==> src/hdl/tcer_pkg.sv <==
`default_nettype none
package tcer_pkg;
  // register offsets
  localparam logic [7:0] OFS_OUTPUT_VALUE_OVERRIDE = 8'h02;
  localparam logic [7:0] OFS_SPLIT_SELECT          = 8'h03;
  localparam logic [7:0] OFS_COMMAND_DIR_CLEAR     = 8'h04;
  localparam logic [7:0] OFS_COMMAND_DIR_SET       = 8'h05;
  localparam logic [7:0] OFS_BUFFER_VALID_CLEAR    = 8'h06;
  localparam logic [7:0] OFS_BUFFER_VALID_SET      = 8'h07;
  localparam logic [7:0] OFS_EVENT_INPUT_CONTROL   = 8'h09;
  localparam logic [7:0] OFS_INTERRUPT_ENABLE      = 8'h0A;
  // reset value shared by every register
  localparam logic [7:0] REG_RESET = 8'h00;
  // field positions
  localparam int DIR_BIT      = 0;
  localparam int LOCK_BIT     = 1;
  localparam int CMD_LSB      = 2;
  localparam int SPLIT_BIT    = 0;
  localparam int EVA_EN_BIT   = 0;
  localparam int EVA_ACT_LSB  = 1;
  localparam int EVB_EN_BIT   = 4;
  localparam int EVB_ACT_LSB  = 5;
  localparam int IEN_WRAP_BIT = 0;
  localparam int IEN_CMP_LSB  = 4;
  localparam int NUM_CHAN     = 3;
  // field masks of implemented bits
  localparam logic [7:0] MASK_OVERRIDE = 8'h07;
  localparam logic [7:0] MASK_SPLIT    = 8'h01;
  localparam logic [7:0] MASK_CMDDIR   = 8'h03;
  localparam logic [7:0] MASK_BUFVALID = 8'h0F;
  localparam logic [7:0] MASK_IEN      = 8'h71;
  // command codes
  localparam logic [1:0] CMD_NONE    = 2'h0;
  localparam logic [1:0] CMD_UPDATE  = 2'h1;
  localparam logic [1:0] CMD_RESTART = 2'h2;
  localparam logic [1:0] CMD_RESET   = 2'h3;
  // event action codes
  localparam logic [2:0] EVA_COUNT_RISING      = 3'h0;
  localparam logic [2:0] EVA_COUNT_BOTH_EDGES  = 3'h1;
  localparam logic [2:0] EVA_COUNT_WHILE_HIGH  = 3'h2;
  localparam logic [2:0] EVA_EVENT_DIRECTION_CONTROL            = 3'h3;
  localparam logic [2:0] EVB_NONE              = 3'h0;
  localparam logic [2:0] EVB_EVENT_DIRECTION_CONTROL            = 3'h3;
  localparam logic [2:0] EVB_RESTART_RISING    = 3'h4;
  localparam logic [2:0] EVB_RESTART_BOTH      = 3'h5;
  localparam logic [2:0] EVB_RESTART_HIGH      = 3'h6;
endpackage : tcer_pkg
`default_nettype wire

==> src/hdl/tcer_setclr.sv <==
`default_nettype none
// one clear/set register pair; hardware set and clear arrive as masks
module tcer_setclr #(
  parameter int WIDTH = 4
) (
  input  wire logic             clock_in,
  input  wire logic             rst_n_in,
  input  wire logic [WIDTH-1:0] sw_clr_in,
  input  wire logic [WIDTH-1:0] sw_set_in,
  input  wire logic [WIDTH-1:0] hw_clr_in,
  input  wire logic [WIDTH-1:0] hw_set_in,
  output logic      [WIDTH-1:0] bits_out
);
  typedef struct packed {
    logic [WIDTH-1:0] bits;
  } tcer_sc_s;
  tcer_sc_s st_q;
  tcer_sc_s st_d;

  // hardware set wins over any clear so no fresh event is lost
  always_comb begin
    st_d      = st_q;
    st_d.bits = ((st_q.bits & ~sw_clr_in & ~hw_clr_in) | sw_set_in) | hw_set_in;  // [RULE3]
  end

  always_ff @(posedge clock_in or negedge rst_n_in) begin
    if (!rst_n_in) begin
      st_q <= '0;
    end else begin
      st_q <= st_d;
    end
  end

  assign bits_out = st_q.bits;
endmodule : tcer_setclr
`default_nettype wire

==> src/hdl/tcer_edge.sv <==
`default_nettype none
// rising and any-edge detection of one event line
module tcer_edge (
  input  wire logic clock_in,
  input  wire logic rst_n_in,
  input  wire logic level_in,
  output logic      rise_out,
  output logic      any_out
);
  typedef struct packed {
    logic prev;
  } tcer_edge_s;
  tcer_edge_s st_q;
  tcer_edge_s st_d;

  always_comb begin
    st_d      = st_q;
    st_d.prev = level_in;
  end

  always_ff @(posedge clock_in or negedge rst_n_in) begin
    if (!rst_n_in) begin
      st_q <= '0;
    end else begin
      st_q <= st_d;
    end
  end

  // combinational so the caller registers once; events are synchronous already
  assign rise_out = level_in & ~st_q.prev;
  assign any_out  = level_in ^ st_q.prev;
endmodule : tcer_edge
`default_nettype wire

==> src/hdl/tcer_regs.sv <==
`default_nettype none
// Contract
// [RULE1] stopped timer: override bits drive waveform levels
// [RULE2] split bit selects dual eight-bit mode
// [RULE3] clear/set pairs: ones clear or set
// [RULE4] command 1 update, 2 restart, 3 reset
// [RULE5] command bits always read zero
// [RULE6] hard reset ignored while timer enabled
// [RULE7] lock one: no buffer transfer
// [RULE8] lock zero: transfer on update condition
// [RULE9] direction zero up, one down
// [RULE10] direction set by hardware, software overrides
// [RULE11] compare buffer write sets channel fresh flag
// [RULE12] period buffer write sets period flag
// [RULE13] update condition clears all fresh flags
// [RULE14] event A action decode, others reserved
// [RULE15] event B action decode, others reserved
// [RULE16] up/down: low counts up, high down
// [RULE17] event A acts only when enabled
// [RULE18] event B acts only when enabled
// [RULE19] compare irq forwarded only when enabled
// [RULE20] wrap irq forwarded only when enabled
// [RULE21] update copies compare buffers, lock permitting
// [RULE22] match and wrap flags cleared by software one; here flag_clr and wrap_clr are tied to zero, so the flags never clear
// [RULE23] auto lock holds until enabled buffers fresh
// [RULE24] both registers of a pair read same
module tcer_regs #(
  parameter int NCH = tcer_pkg::NUM_CHAN
) (
  input  wire logic           clock_in,
  input  wire logic           rst_n_in,
  // register port
  input  wire logic [7:0]     addr_in,
  input  wire logic [7:0]     wdata_in,
  input  wire logic           wr_in,
  input  wire logic           rd_in,
  output logic      [7:0]     rdata_out,
  // timer state from the datapath
  input  wire logic           timer_enable_in,
  input  wire logic           auto_update_lock_in,
  input  wire logic [NCH-1:0] chan_enable_in,
  input  wire logic           update_cond_in,
  input  wire logic           hw_dir_valid_in,
  input  wire logic           hw_dir_in,
  input  wire logic           period_buffer_wr_in,
  input  wire logic [NCH-1:0] compare_buffer_wr_in,
  input  wire logic [NCH-1:0] cmp_match_in,
  input  wire logic           wrap_in,
  input  wire logic [NCH-1:0] wg_level_in,
  input  wire logic           event_a_in,
  input  wire logic           event_b_in,
  // controls toward the datapath
  output logic [NCH-1:0]      waveform_pin_output_out,
  output logic                dual_8bit_select_out,
  output logic                count_down_out,
  output logic                transfer_out,
  output logic                restart_out,
  output logic                hard_reset_out,
  output logic                count_step_out,
  output logic                event_count_gate_out,
  output logic [NCH-1:0]      cmp_irq_out,
  output logic                wrap_irq_out
);
  typedef struct packed {
    logic [7:0]     rdata;
    logic [NCH-1:0] forced_level;
    logic           dual_8bit_select;
    logic           dir;
    logic           update_lock;
    logic [7:0]     event_ctrl;
    logic [7:0]     int_enable;
    logic [NCH-1:0] wave;
    logic           transfer;
    logic           restart;
    logic           hard_reset;
    logic           count_step;
    logic           count_gate;
    logic           auto_lock_armed;
    logic [NCH-1:0] cmp_irq;
    logic           wrap_irq;
  } tcer_regs_s;

  tcer_regs_s st_q;
  tcer_regs_s st_d;

  logic [3:0] buf_sw_clr;
  logic [3:0] buf_sw_set;
  logic [3:0] buf_hw_set;
  logic [3:0] buf_hw_clr;
  logic [3:0] buf_fresh;
  logic       a_rise;
  logic       a_any;
  logic       b_rise;
  logic       b_any;
  logic [NCH-1:0] cmp_flag;
  logic           wrap_flag;
  logic [NCH-1:0] flag_clr;
  logic           wrap_clr;

  // buffer fresh flags: software pair plus hardware set/clear
  assign buf_sw_clr = (wr_in && addr_in == tcer_pkg::OFS_BUFFER_VALID_CLEAR) ?
                      wdata_in[3:0] : 4'h0;  // [RULE3]
  assign buf_sw_set = (wr_in && addr_in == tcer_pkg::OFS_BUFFER_VALID_SET) ?
                      wdata_in[3:0] : 4'h0;  // [RULE3]
  assign buf_hw_set = {compare_buffer_wr_in, period_buffer_wr_in};  // [RULE11] [RULE12]
  assign buf_hw_clr = update_cond_in ? 4'hF : 4'h0;  // [RULE13]

  tcer_setclr #(
    .WIDTH (4)
  ) u_buf_fresh (
    .clock_in  (clock_in),
    .rst_n_in  (rst_n_in),
    .sw_clr_in (buf_sw_clr),
    .sw_set_in (buf_sw_set),
    .hw_clr_in (buf_hw_clr),
    .hw_set_in (buf_hw_set),
    .bits_out  (buf_fresh)
  );

  // match and wrap flags: sticky, with the software clear inputs tied to zero
  assign flag_clr = '0;
  assign wrap_clr = 1'b0;
  tcer_setclr #(
    .WIDTH (NCH + 1)
  ) u_flags (
    .clock_in  (clock_in),
    .rst_n_in  (rst_n_in),
    .sw_clr_in ({flag_clr, wrap_clr}),  // [RULE22]
    .sw_set_in ('0),
    .hw_clr_in ('0),
    .hw_set_in ({cmp_match_in, wrap_in}),  // [RULE22]
    .bits_out  ({cmp_flag, wrap_flag})
  );

  tcer_edge u_edge_a (
    .clock_in (clock_in),
    .rst_n_in (rst_n_in),
    .level_in (event_a_in),
    .rise_out (a_rise),
    .any_out  (a_any)
  );

  tcer_edge u_edge_b (
    .clock_in (clock_in),
    .rst_n_in (rst_n_in),
    .level_in (event_b_in),
    .rise_out (b_rise),
    .any_out  (b_any)
  );

  always_comb begin
    logic [1:0] cmd;
    logic       cmd_wr;
    logic       upd;
    logic [2:0] act_a;
    logic [2:0] act_b;
    logic       en_a;
    logic       en_b;
    logic [NCH-1:0] ch_ok;
    cmd    = 2'h0;
    cmd_wr = 1'b0;
    upd    = 1'b0;
    ch_ok  = '0;
    st_d   = st_q;
    act_a  = st_q.event_ctrl[tcer_pkg::EVA_ACT_LSB +: 3];
    act_b  = st_q.event_ctrl[tcer_pkg::EVB_ACT_LSB +: 3];
    en_a   = st_q.event_ctrl[tcer_pkg::EVA_EN_BIT];
    en_b   = st_q.event_ctrl[tcer_pkg::EVB_EN_BIT];
    st_d.transfer   = 1'b0;
    st_d.restart    = 1'b0;
    st_d.hard_reset = 1'b0;
    st_d.count_step = 1'b0;
    st_d.count_gate = 1'b0;

    // register writes: plain read/write registers and the command/direction clear/set pair
    if (wr_in) begin
      unique case (addr_in)
        tcer_pkg::OFS_OUTPUT_VALUE_OVERRIDE: st_d.forced_level = wdata_in[NCH-1:0];
        tcer_pkg::OFS_SPLIT_SELECT: begin
          st_d.dual_8bit_select = wdata_in[tcer_pkg::SPLIT_BIT];  // [RULE2]
        end
        tcer_pkg::OFS_EVENT_INPUT_CONTROL: st_d.event_ctrl = wdata_in;
        tcer_pkg::OFS_INTERRUPT_ENABLE: st_d.int_enable = wdata_in & tcer_pkg::MASK_IEN;
        tcer_pkg::OFS_COMMAND_DIR_CLEAR: begin
          if (wdata_in[tcer_pkg::DIR_BIT]) st_d.dir = 1'b0;  // [RULE3]
          if (wdata_in[tcer_pkg::LOCK_BIT]) st_d.update_lock = 1'b0;  // [RULE3]
          cmd    = wdata_in[tcer_pkg::CMD_LSB +: 2];
          cmd_wr = 1'b1;
        end
        tcer_pkg::OFS_COMMAND_DIR_SET: begin
          if (wdata_in[tcer_pkg::DIR_BIT]) st_d.dir = 1'b1;  // [RULE3]
          if (wdata_in[tcer_pkg::LOCK_BIT]) st_d.update_lock = 1'b1;  // [RULE3]
          cmd    = wdata_in[tcer_pkg::CMD_LSB +: 2];
          cmd_wr = 1'b1;
        end
        default: ;
      endcase
    end

    // hardware direction from waveform mode, unless software just wrote it
    if (hw_dir_valid_in && !(cmd_wr && wdata_in[tcer_pkg::DIR_BIT])) begin
      st_d.dir = hw_dir_in;  // [RULE10]
    end

    // command decode; hard reset only honoured while stopped
    if (cmd_wr) begin
      unique case (cmd)
        tcer_pkg::CMD_NONE:    ;
        tcer_pkg::CMD_UPDATE:  upd = 1'b1;  // [RULE4]
        tcer_pkg::CMD_RESTART: st_d.restart = 1'b1;  // [RULE4]
        tcer_pkg::CMD_RESET:   st_d.hard_reset = !timer_enable_in;  // [RULE4] [RULE6]
      endcase
    end

    // event input A
    if (en_a) begin  // [RULE17]
      unique case (act_a)
        tcer_pkg::EVA_COUNT_RISING:     st_d.count_step = a_rise;  // [RULE14]
        tcer_pkg::EVA_COUNT_BOTH_EDGES: st_d.count_step = a_any;  // [RULE14]
        tcer_pkg::EVA_COUNT_WHILE_HIGH: st_d.count_gate = event_a_in;  // [RULE14]
        tcer_pkg::EVA_EVENT_DIRECTION_CONTROL: begin
          st_d.count_gate = 1'b1;
          st_d.dir        = event_a_in;  // [RULE16] [RULE9]
        end
        default: ;  // reserved codes do nothing
      endcase
    end

    // event input B
    if (en_b) begin  // [RULE18]
      unique case (act_b)
        tcer_pkg::EVB_NONE:           ;
        tcer_pkg::EVB_EVENT_DIRECTION_CONTROL:         st_d.dir = event_b_in;  // [RULE15] [RULE16]
        tcer_pkg::EVB_RESTART_RISING: st_d.restart = st_d.restart | b_rise;  // [RULE15]
        tcer_pkg::EVB_RESTART_BOTH:   st_d.restart = st_d.restart | b_any;  // [RULE15]
        tcer_pkg::EVB_RESTART_HIGH:   st_d.restart = st_d.restart | event_b_in;  // [RULE15]
        default: ;
      endcase
    end

    // transfer gated by the lock as it stood before this cycle
    upd = upd | update_cond_in;
    st_d.transfer = upd & ~st_q.update_lock;  // [RULE7] [RULE8] [RULE21]

    // auto lock: release once every enabled channel buffer is fresh
    ch_ok = buf_fresh[NCH:1] | ~chan_enable_in;
    if (auto_update_lock_in) begin
      if (!st_q.auto_lock_armed) begin
        st_d.update_lock     = 1'b1;  // [RULE23]
        st_d.auto_lock_armed = 1'b1;
      end else if (st_q.transfer) begin
        st_d.update_lock = 1'b1;  // [RULE23]
      end else if (&ch_ok) begin
        st_d.update_lock = 1'b0;  // [RULE23]
      end
    end else begin
      st_d.auto_lock_armed = 1'b0;
    end

    // waveform levels forced while stopped
    st_d.wave = timer_enable_in ? wg_level_in : st_q.forced_level;  // [RULE1]

    // interrupt forwarding
    st_d.wrap_irq = wrap_flag & st_q.int_enable[tcer_pkg::IEN_WRAP_BIT];  // [RULE20]
    st_d.cmp_irq  = cmp_flag & st_q.int_enable[tcer_pkg::IEN_CMP_LSB +: NCH];  // [RULE19]

    // read data, valid only in the cycle after the strobe
    st_d.rdata = 8'h00;
    if (rd_in) begin
      unique case (addr_in)
        tcer_pkg::OFS_OUTPUT_VALUE_OVERRIDE: st_d.rdata = {5'h00, st_q.forced_level};
        tcer_pkg::OFS_SPLIT_SELECT:          st_d.rdata = {7'h00, st_q.dual_8bit_select};
        tcer_pkg::OFS_COMMAND_DIR_CLEAR,
        tcer_pkg::OFS_COMMAND_DIR_SET:
          st_d.rdata = {6'h00, st_q.update_lock, st_q.dir};  // [RULE5] [RULE24]
        tcer_pkg::OFS_BUFFER_VALID_CLEAR,
        tcer_pkg::OFS_BUFFER_VALID_SET:      st_d.rdata = {4'h0, buf_fresh};  // [RULE24]
        tcer_pkg::OFS_EVENT_INPUT_CONTROL:   st_d.rdata = st_q.event_ctrl;
        tcer_pkg::OFS_INTERRUPT_ENABLE:      st_d.rdata = st_q.int_enable;
        default:                             st_d.rdata = 8'h00;
      endcase
    end
  end

  always_ff @(posedge clock_in or negedge rst_n_in) begin
    if (!rst_n_in) begin
      st_q <= '0;
    end else begin
      st_q <= st_d;
    end
  end

  // every output comes from the state register
  assign rdata_out               = st_q.rdata;
  assign waveform_pin_output_out = st_q.wave;
  assign dual_8bit_select_out    = st_q.dual_8bit_select;
  assign count_down_out          = st_q.dir;  // [RULE9]
  assign transfer_out            = st_q.transfer;
  assign restart_out             = st_q.restart;
  assign hard_reset_out          = st_q.hard_reset;
  assign count_step_out          = st_q.count_step;
  assign event_count_gate_out    = st_q.count_gate;
  assign cmp_irq_out             = st_q.cmp_irq;
  assign wrap_irq_out            = st_q.wrap_irq;
endmodule : tcer_regs
`default_nettype wire

==> config.mk <==
export PLATFORM = sky130hd
export DESIGN_NAME = tcer_regs
export DESIGN_NICKNAME = d
export VERILOG_FILES = /design/src/hdl/tcer_pkg.sv /design/src/hdl/tcer_setclr.sv /design/src/hdl/tcer_edge.sv /design/src/hdl/tcer_regs.sv
export SDC_FILE = /design/constraint.sdc
export NUM_CORES = 1
export LEC_CHECK = 0
export ABC_AREA = 1
export BUFFER_PORTS_ARGS = -buffer_cell sky130_fd_sc_hd__buf_2
export CAP_MARGIN = 0
export CORE_MARGIN = 3
export CORE_UTILIZATION = 53
export DETAILED_ROUTE_END_ITERATION = 10
export PLACE_DENSITY = 0.86
export SLEW_MARGIN = 20
export SYNTH_ARGS = -nofsm -noshare
export SYNTH_HDL_FRONTEND = slang
export SYNTH_HIERARCHICAL = 1
export SYNTH_SLANG_ARGS = --single-unit
==> constraint.sdc <==
create_clock -name clock_in -period 1.46 [get_ports clock_in]
set_input_delay 0.146 -clock clock_in [delete_from_list [all_inputs] [get_ports clock_in]]
set_output_delay 0.146 -clock clock_in [all_outputs]
set_load 0.02 [all_outputs]
# == Word level (Yosys, flattened, before mapping) ==
# Index checks and enable logic that the tools add are counted.
# classes
n_eq_ne,18
bitwise_logic,23
n_reduce_logical,14
muxes,38
# ops
operator,count
$pmux W8 S6,1
$eq A8 B3 Y1 const B,4
$mux W1,21
$mux W18,1
$eq A8 B2 Y1 const B,2
$eq A8 B4 Y1 const B,2
$mux W8,2
$mux W4,3
$or A4 B4 Y4,3
$eq A3 B2 Y1 const B,3
$eq A3 B3 Y1 const B,3
$and A4 B4 Y4,2
$mux W2,4
$not A4 Y4,2
$reduce_and A2 Y1,4
$mux W7,1
$and A1 B1 Y1,4
$eq A2 B2 Y1 const B,2
$logic_and A1 B1 Y1,4
$or A1 B1 Y1,4
$pmux W1 S2,2
$pmux W2 S2,1
$reduce_or A2 Y1,2
$and A3 B3 Y3,1
other kinds (11),15
# word_totals
register_bits,49
input_bits,41
elab_cells,113
output_inout_bits,22

# == Logic depth before layout (Yosys ltp) ==
# Gate-level depths: netlist (run 1).
# depth
ltp_word,12
mapped_depth,10

# == Hierarchy ==
# Netlist (run 1), hierarchy kept.
# by_module_without_submodules
mod,cells_per_inst,area_per_inst_um2,seq_area_each_um2,instances
tcer_regs,248,2048.2,975.9,1
tcer_setclr,24,180.2,100.1,2
tcer_edge,4,45.0,25.0,2

# == Least setup slack after synthesis (run 1) ==
# OpenSTA, ideal clock, no wires.
# synth_timing
path_type,input-to-reg
start,input addr_in[1]
end,register st_q[21] (netlist bit)
setup_time_ns,0.120
arrival_time_ns,0.962
path_buffers,2
stages,10
required_time_ns,1.340
setup_slack_ns,0.378
cell_sequence,buf_6 inv_4 nand2_2 nor2_4 nand2_4 inv_6 nand2_4 buf_6 nand2_1 o21ai_2
# synth_via
elab_chain_cells,2
# synth_rtl
item,line,source
"start, declared",tcer_regs.sv:33,"input wire logic [7:0] addr_in,"
$eq A8 B4 Y1,tcer_regs.sv:177,unique case (addr_in)
$reduce_and A2 Y1 (no source line),n/a,
"end signal, assigned",tcer_regs.sv:289,st_q <= st_d;
"end, declared",tcer_regs.sv:83,tcer_regs_s st_q;
# Every way passes these cells.
# A chain may end at the register's enable or synchronous reset.

==> out/metrics.yaml, run 1 <==
clockBufferDepth: 2
drt-pass1-iter-count: 5
worst_r2r_path_depth: 7
clock_power_share_pct: 35.8
timing.final.setup_violations: 0
fin_tns_setup_ns: 0
cp-end-kind: "flop"
synth_largest_type_area_fraction_pct: 49.07
track_usage_pct: 21.90
viasPerCell: 5.139
grt_start_max_net_pins: 50
tritoncts_num_sinks: 49
power.density_nw_per_um2: 941.1
nets: 415
first_global_vias: 2083
critical_path_buf_inv_count: 3
clkSlewWorstSetupHoldPaths_ns: 0.08
multi_input_comb_area_um2: 975.9
whs_ns: 0.02333
syn_avg_cell_area_um2: 8.219
start_util_pct: 56.22
drc_violation_count_after_routing: 0
class_of_the_tightest_hold_or_removal_check: "primary input to flop"
row_count: 24
sequentialPowerShare_pct: 52.5
total_internal_power_mw: 2.097
htree_num_levels: 2
finalCritPeriodShare_pct: 88.57
yosysWarningCount: 6
power.switching_uw: 685.0
seq_area_frac_synth_pct: 49.07
whs_path_depth: 3
fillers: 374
vias: 2184
worstReg2RegEnd: "restart_out"
worst_hold_path.endpoint: "u_flags/bits_out[2]"
regToRegSetupSlack_ns: 0.32
clock_latency_ns: 0.30
report.final.slew_viol_count: 0
highest_net_fanout_along_the_worst_path: 4
post-cts-setup-buffer-count: 0
port_buffers: 62
cp_cell_sequence: "dlygate4sd3_1 > buf_2 > ha_1 > inv_1 > a21oi_1 > nand2_1 > nand4_1 > nand2_1"
fp.dieW_um: 74.66
grt-ovfl-total: 0
critical_path_required_ns: 1.65
drive_above_1_share_pct: 25.47
peakVddDrop_mv: 0.4853
cp_top_family: "buffers and inverters"
grt_first_pass_wirelength_mm: 9.211
crit_path_top_delay_cell: "dlygate4sd3_1"
synth_seq_cells: 49
routedWlPerCell_um: 13.16
cts_tree: "yes"
critical_path_max_stage_delay_ns: 0.52
ios: 63
power.static_leakage_nw: 1.621
numCtsBuffers: 5
power.combinational.fraction_pct: 11.6
gpl.final_weighted_congestion: 0.9551
path_class: "primary input to flop"
worst_path_arrival_time_ns: 1.48
timing.final.hold_violations: 0
floorplan.die_area_um2: 5574
timing.hold.worst.start: "cmp_match_in[1]"
antenna_found_initial: 0
critical-path-top-cell-by-count: "nand2_1"
final_period_minus_worst_setup_slack_ns: 1.293
antenna_cells_inserted: 0
synthCells: 304
synth_cell_types: 31
clock_tree.root_cell: "clkbuf_8"
die_height_um: 74.66
switching_share_of_power_pct: 24.62
core_area_um2: 4444
worst_r2r_startpoint: "u_edge_b/st_q"
rsz_0062_raised_after_global_routing: "false"
crit_path_start_kind: "primary input"
status: "completed"
netlist_area_um2: 2499
detailedRoute.firstIterationViolations: 189
detailedPlacementHpwl_mm: 4.218
layout-area-overhead-vs-synth_pct: 18.33
layout.area.seq_um2: 1226
worst_clock_skew_ns: 0.005223
yosys.area.top_type: "dfrtp_1"
achievable-frequency_mhz: 773.3
route.antenna.remaining_nets: 0
number_of_maximum_capacitance_constraint_violations: 0
synth_area_leaders: "dfrtp_1, nand2_1, inv_1, nand3_1, nor2_1"
route.final.wire_length_mm: 5.591
metal layers:
| metal | wire length [um] | GRT usage, % | up-vias |
|---|---|---|---|
| met5 | 0 | 0 | - |
| met4 | 165 | 9.881 | 0 |
| met3 | 476 | 5.073 | 20 |
| met2 | 2708 | 35.80 | 100 |
| met1 | 2240 | 27.80 | 998 |
| li1 | - | - | 1066 |
worst register-to-register path, cell delays in order, from the launching register on:
cell     delay [ns]
dfrtp_1        0.33
inv_1          0.04
ha_1           0.27
inv_1          0.04
a21oi_1        0.15
nand2_1        0.07
nand4_1        0.07
nand2_1        0.07
synthesized netlist by cell type:
cell type and n:
nand2_4 2, nor2_4 1, mux2_2 4, o21ai_0 10, nor2_1 35, o221ai_1 1, nand2_1 63, nor3_1 3
inv_1 48, inv_2 2, dfrtp_1 49, buf_6 2, o211ai_1 1, nor3_2 1, inv_6 1, nand3b_1 1
buf_4 15, o21ai_2 7, nor2_2 3, ha_1 2, a21oi_2 1, mux2i_1 1, nor4_1 1, a21boi_0 1
inv_4 1, nand4_1 6, nand3_1 31, nand2_2 2, a22oi_1 1, conb_1 1, a21oi_1 7
power groups by stage:
stage	clock network (mW)	registers, mW	logic, mW
2_1_floorplan	0	1.48	0.170
3_3_place_gp	0	1.48	0.300
4_1_cts	1.01	1.46	0.323
5_1_grt	1.06	1.47	0.365
3_5_place_dp	0	1.49	0.313
6_report	0.997	1.46	0.324
registers in the layout, summed over array words and instances (netlist names):
| signal | flops |
|---|---|
| u_flags/bits_out | 4 |
| transfer_out | 1 |
| hard_reset_out | 1 |
| u_buf_fresh/bits_out | 4 |
| cmp_irq_out | 3 |
| count_down_out | 1 |
| count_step_out | 1 |
| rdata_out | 8 |
| waveform_pin_output_out | 3 |
| dual_8bit_select_out | 1 |
| u_edge_a/st_q | 1 |
| st_q | 17 |
| wrap_irq_out | 1 |
| restart_out | 1 |
| event_count_gate_out | 1 |
| u_edge_b/st_q | 1 |
cell families (layout without fill, tap and decap cells):
kind of cell,after synthesis,count (layout),synth area share [%]
AOI/OAI and AO/OA,29,29,7.462
adders and majority gates,2,2,1.001
buffers and inverters,69,127,13.52
DFF,49,49,49.07
muxes,5,5,2.203
other,1,12,0.1501
and+or+nand+nor,149,149,26.59
layout make-up:
class,instances,area share [%]
inverters,52,6.856
multi-input cells,197,33.01
clock inverters,1,1.016
well taps,52,2.201
repair buffers,67,12.53
flip-flops and latches,49,41.47
clock buffers,7,2.920
what timing repair did:
| action | CTS | global route |
|---|---|---|
| endpoints found under the hold margin | 52 | 0 |
| hold buffers | 4 | 0 |
| gates resized for setup | 0 | 0 |
worst max path at each step:
| stage | startpoint | end | slack [ns] | depth (start not counted) |
|---|---|---|---|---|
| 2_1_floorplan | addr_in[1] | st_q[21] | 0.38 | 10 |
| 3_3_place_gp | addr_in[7] | u_buf_fresh/bits_out[1] | 0.15 | 9 |
| 3_5_place_dp | addr_in[5] | u_buf_fresh/bits_out[1] | 0.01 | 9 |
| 4_1_cts | event_b_in | restart_out | 0.18 | 8 |
| 5_1_grt | event_b_in | restart_out | 0.09 | 8 |
| 6_report | event_b_in | restart_out | 0.17 | 8 |
through the flow:
| step | cell area, um^2 | instances | total power [mW] | utilization, % | worst slack (ns) |
|---|---|---|---|---|---|
| after floorplan | 2540 | 315 | 1.653 | - | 0.3780 |
| after global placement | 2800 | 413 | 1.784 | 63.01 | 0.1460 |
| after detailed placement | 2800 | 413 | 1.799 | 63.01 | 0.01217 |
| after CTS | 2957 | 425 | 2.791 | 66.53 | 0.1848 |
| after global routing | 2957 | 425 | 2.893 | 66.53 | 0.08608 |
| final | 2957 | 425 | 2.782 | 66.53 | 0.1668 |
layout by cell type, fill, tap and decap left out, drive strengths merged, types with 2 or more instances in the layout:
master / netlist / routed
buf: 17 / 63
inv: 52 / 52
nor2: 39 / 39
nand3: 31 / 31
clkbuf: 0 / 7
conb: 1 / 12
nand4: 6 / 6
mux2: 4 / 4
dlygate4sd3: 0 / 4
nor3: 4 / 4
dfrtp: 49 / 49
ha: 2 / 2
nand2: 67 / 67
o21ai: 17 / 17
a21oi: 8 / 8
Power figures use the tool's default switching activity.
==> inputs of run 2 (changes only) <==
--- a/config.mk
+++ b/config.mk
@@ -11,8 +11,7 @@
 export CORE_MARGIN = 3
 export CORE_UTILIZATION = 53
 export DETAILED_ROUTE_END_ITERATION = 10
-export PLACE_DENSITY = 0.86
-export SLEW_MARGIN = 20
+export PLACE_DENSITY_LB_ADDON = 0.25
 export SYNTH_ARGS = -nofsm -noshare
 export SYNTH_HDL_FRONTEND = slang
 export SYNTH_HIERARCHICAL = 1
==> constraint.sdc (replaced) <==
create_clock -name clock_in -period 1.35 [get_ports clock_in]
set_input_delay 0.135 -clock clock_in [delete_from_list [all_inputs] [get_ports clock_in]]
set_output_delay 0.135 -clock clock_in [all_outputs]
set_load 0.02 [all_outputs]
==> out/metrics.yaml, run 2 (synthesis results as in run 1) <==
status: "completed"
rsz_0062_raised_after_global_routing: "false"
end_point_of_the_critical_path: "restart_out"
sequentialPowerShare_pct: 56.7
power.density_nw_per_um2: 939.3
first_global_vias: 2016
timing.hold.worst.start: "cmp_match_in[1]"
mostFrequentLayoutCells: "nand2_1, buf_2, dfrtp_1"
report.final.slew_viol_count: 0
routedWlPerCell_um: 12.46
gpl.final_weighted_congestion: 0.8440
detailedRoute.firstIterationViolations: 162
largest_reg_flops: 17
regToRegSetupSlack_ns: 0.24
clkSlewWorstSetupHoldPaths_ns: 0.08
grt_first_pass_wirelength_mm: 9.142
worst_clock_skew_ns: 0.004401
timing.final.setup_violations: 0
die_height_um: 74.66
power.static_leakage_nw: 1.630
power.combinational.fraction_pct: 12.6
path_class: "primary input to flop"
route.antenna.remaining_nets: 0
most_common_cell_after_layout_fill_and_taps_aside: "nand2_1"
drc_violation_count_after_routing: 0
cp-end-kind: "flop"
critical_path.startpoint: "event_b_in"
worst_path_arrival_time_ns: 1.40
crit_path_start_kind: "primary input"
numCtsBuffers: 5
tritoncts_num_sinks: 49
fin_tns_setup_ns: 0
clockBufferDepth: 2
clock_latency_ns: 0.29
fp.dieW_um: 74.66
grt-ovfl-total: 0
route.final.wire_length_mm: 5.335
ios: 63
htree_num_levels: 2
fillers: 390
achievable-frequency_mhz: 824.2
detailedPlacementHpwl_mm: 4.110
antenna_cells_inserted: 0
track_usage_pct: 21.35
switching_share_of_power_pct: 25.45
number_of_maximum_capacitance_constraint_violations: 0
nets: 419
drt-pass1-iter-count: 4
register_containing_the_most_flip_flops_in_the_final_layout: "st_q"
worstReg2RegEnd: "restart_out"
port_buffers: 62
vias: 2133
worst_r2r_path_depth: 7
floorplan.die_area_um2: 5574
finalCritPeriodShare_pct: 89.88
class_of_the_tightest_hold_or_removal_check: "primary input to flop"
drive_above_1_share_pct: 26.33
layout-area-overhead-vs-synth_pct: 18.58
cell_count_after_placement: 418
final_period_minus_worst_setup_slack_ns: 1.213
timing.final.hold_violations: 0
row_count: 24
start_util_pct: 56.22
cts_tree: "yes"
viasPerCell: 4.984
grt_start_max_net_pins: 50
clock_power_share_pct: 30.7
worst_r2r_startpoint: "u_edge_b/st_q"
peakVddDrop_mv: 0.5793
antenna_found_initial: 0
power.switching_uw: 708.3
highest_net_fanout_along_the_worst_path: 4
critical_path_required_ns: 1.53
total_internal_power_mw: 2.075
layout.cells.non_filler: 428
clock_tree.root_cell: "clkbuf_8"
core_area_um2: 4444
==> run 2: final cells by class <==
cell class	count	area (um^2)	area share, %
flip-flops and latches	49	1226	41.39
clock buffers	7	86.33	2.914
well taps	52	65.06	2.196
repair buffers	71	402.9	13.60
inverters	52	202.7	6.841
multi-input cells	197	979.7	33.07
==> run 2: repair_timing <==
action,CTS,global route
setup endpoints to repair,0,1
resized for setup,0,1
setup buffers,0,0
hold endpoints to repair,52,0
hold buffers,4,0
==> run 2: worst min-delay path by stage <==
stage                          end  slack, ns  cells after the start
2_1_floorplan       cmp_irq_out[0]      -0.16                      0
3_3_place_gp        cmp_irq_out[2]       0.14                      2
3_5_place_dp        cmp_irq_out[2]       0.14                      2
4_1_cts        u_flags/bits_out[3]       0.02                      3
5_1_grt        u_flags/bits_out[2]       0.03                      3
6_report       u_flags/bits_out[2]       0.03                      3
==> run 2: power groups by stage <==
stage                     Clock (mW)  Combinational, mW  Sequential (mW)
final                          0.855              0.350             1.58
after CTS                      0.860              0.351             1.58
after global placement             0              0.332             1.60
after global routing           0.913              0.400             1.59
after detailed placement           0              0.341             1.61
after floorplan                    0              0.183             1.60
==> run 2: worst max-delay path, cell delays in order <==
cell and delay, ns:
dlygate4sd3_1 0.59, ha_1 0.29, inv_1 0.05, a21oi_2 0.12, nand2_1 0.06, nand4_1 0.07
nand2_1 0.07
==> run 2: routing by layer <==
layer / wire [um] / share of wire (%) / global-route usage [%]
met1: 2290 / 43 / 30.31
met2: 2642 / 50 / 34.93
met3: 341 / 6.4 / 2.804
met4: 61 / 1.1 / 5.534
met5: 0 / 0 / 0
==> run 2: through the flow <==
step	hold slack (ns)	instance area [um^2]	total power [mW]	util, %	setup slack [ns]
3_5_place_dp	0.1428	2838	1.948	63.85	0.04341
4_1_cts	0.02307	2964	2.789	66.69	0.07594
2_1_floorplan	-0.1606	2540	1.788	-	0.2790
5_1_grt	0.03113	2963	2.901	66.67	0.04598
3_3_place_gp	0.1430	2838	1.936	63.85	0.05184
6_report	0.02522	2963	2.783	66.67	0.1367
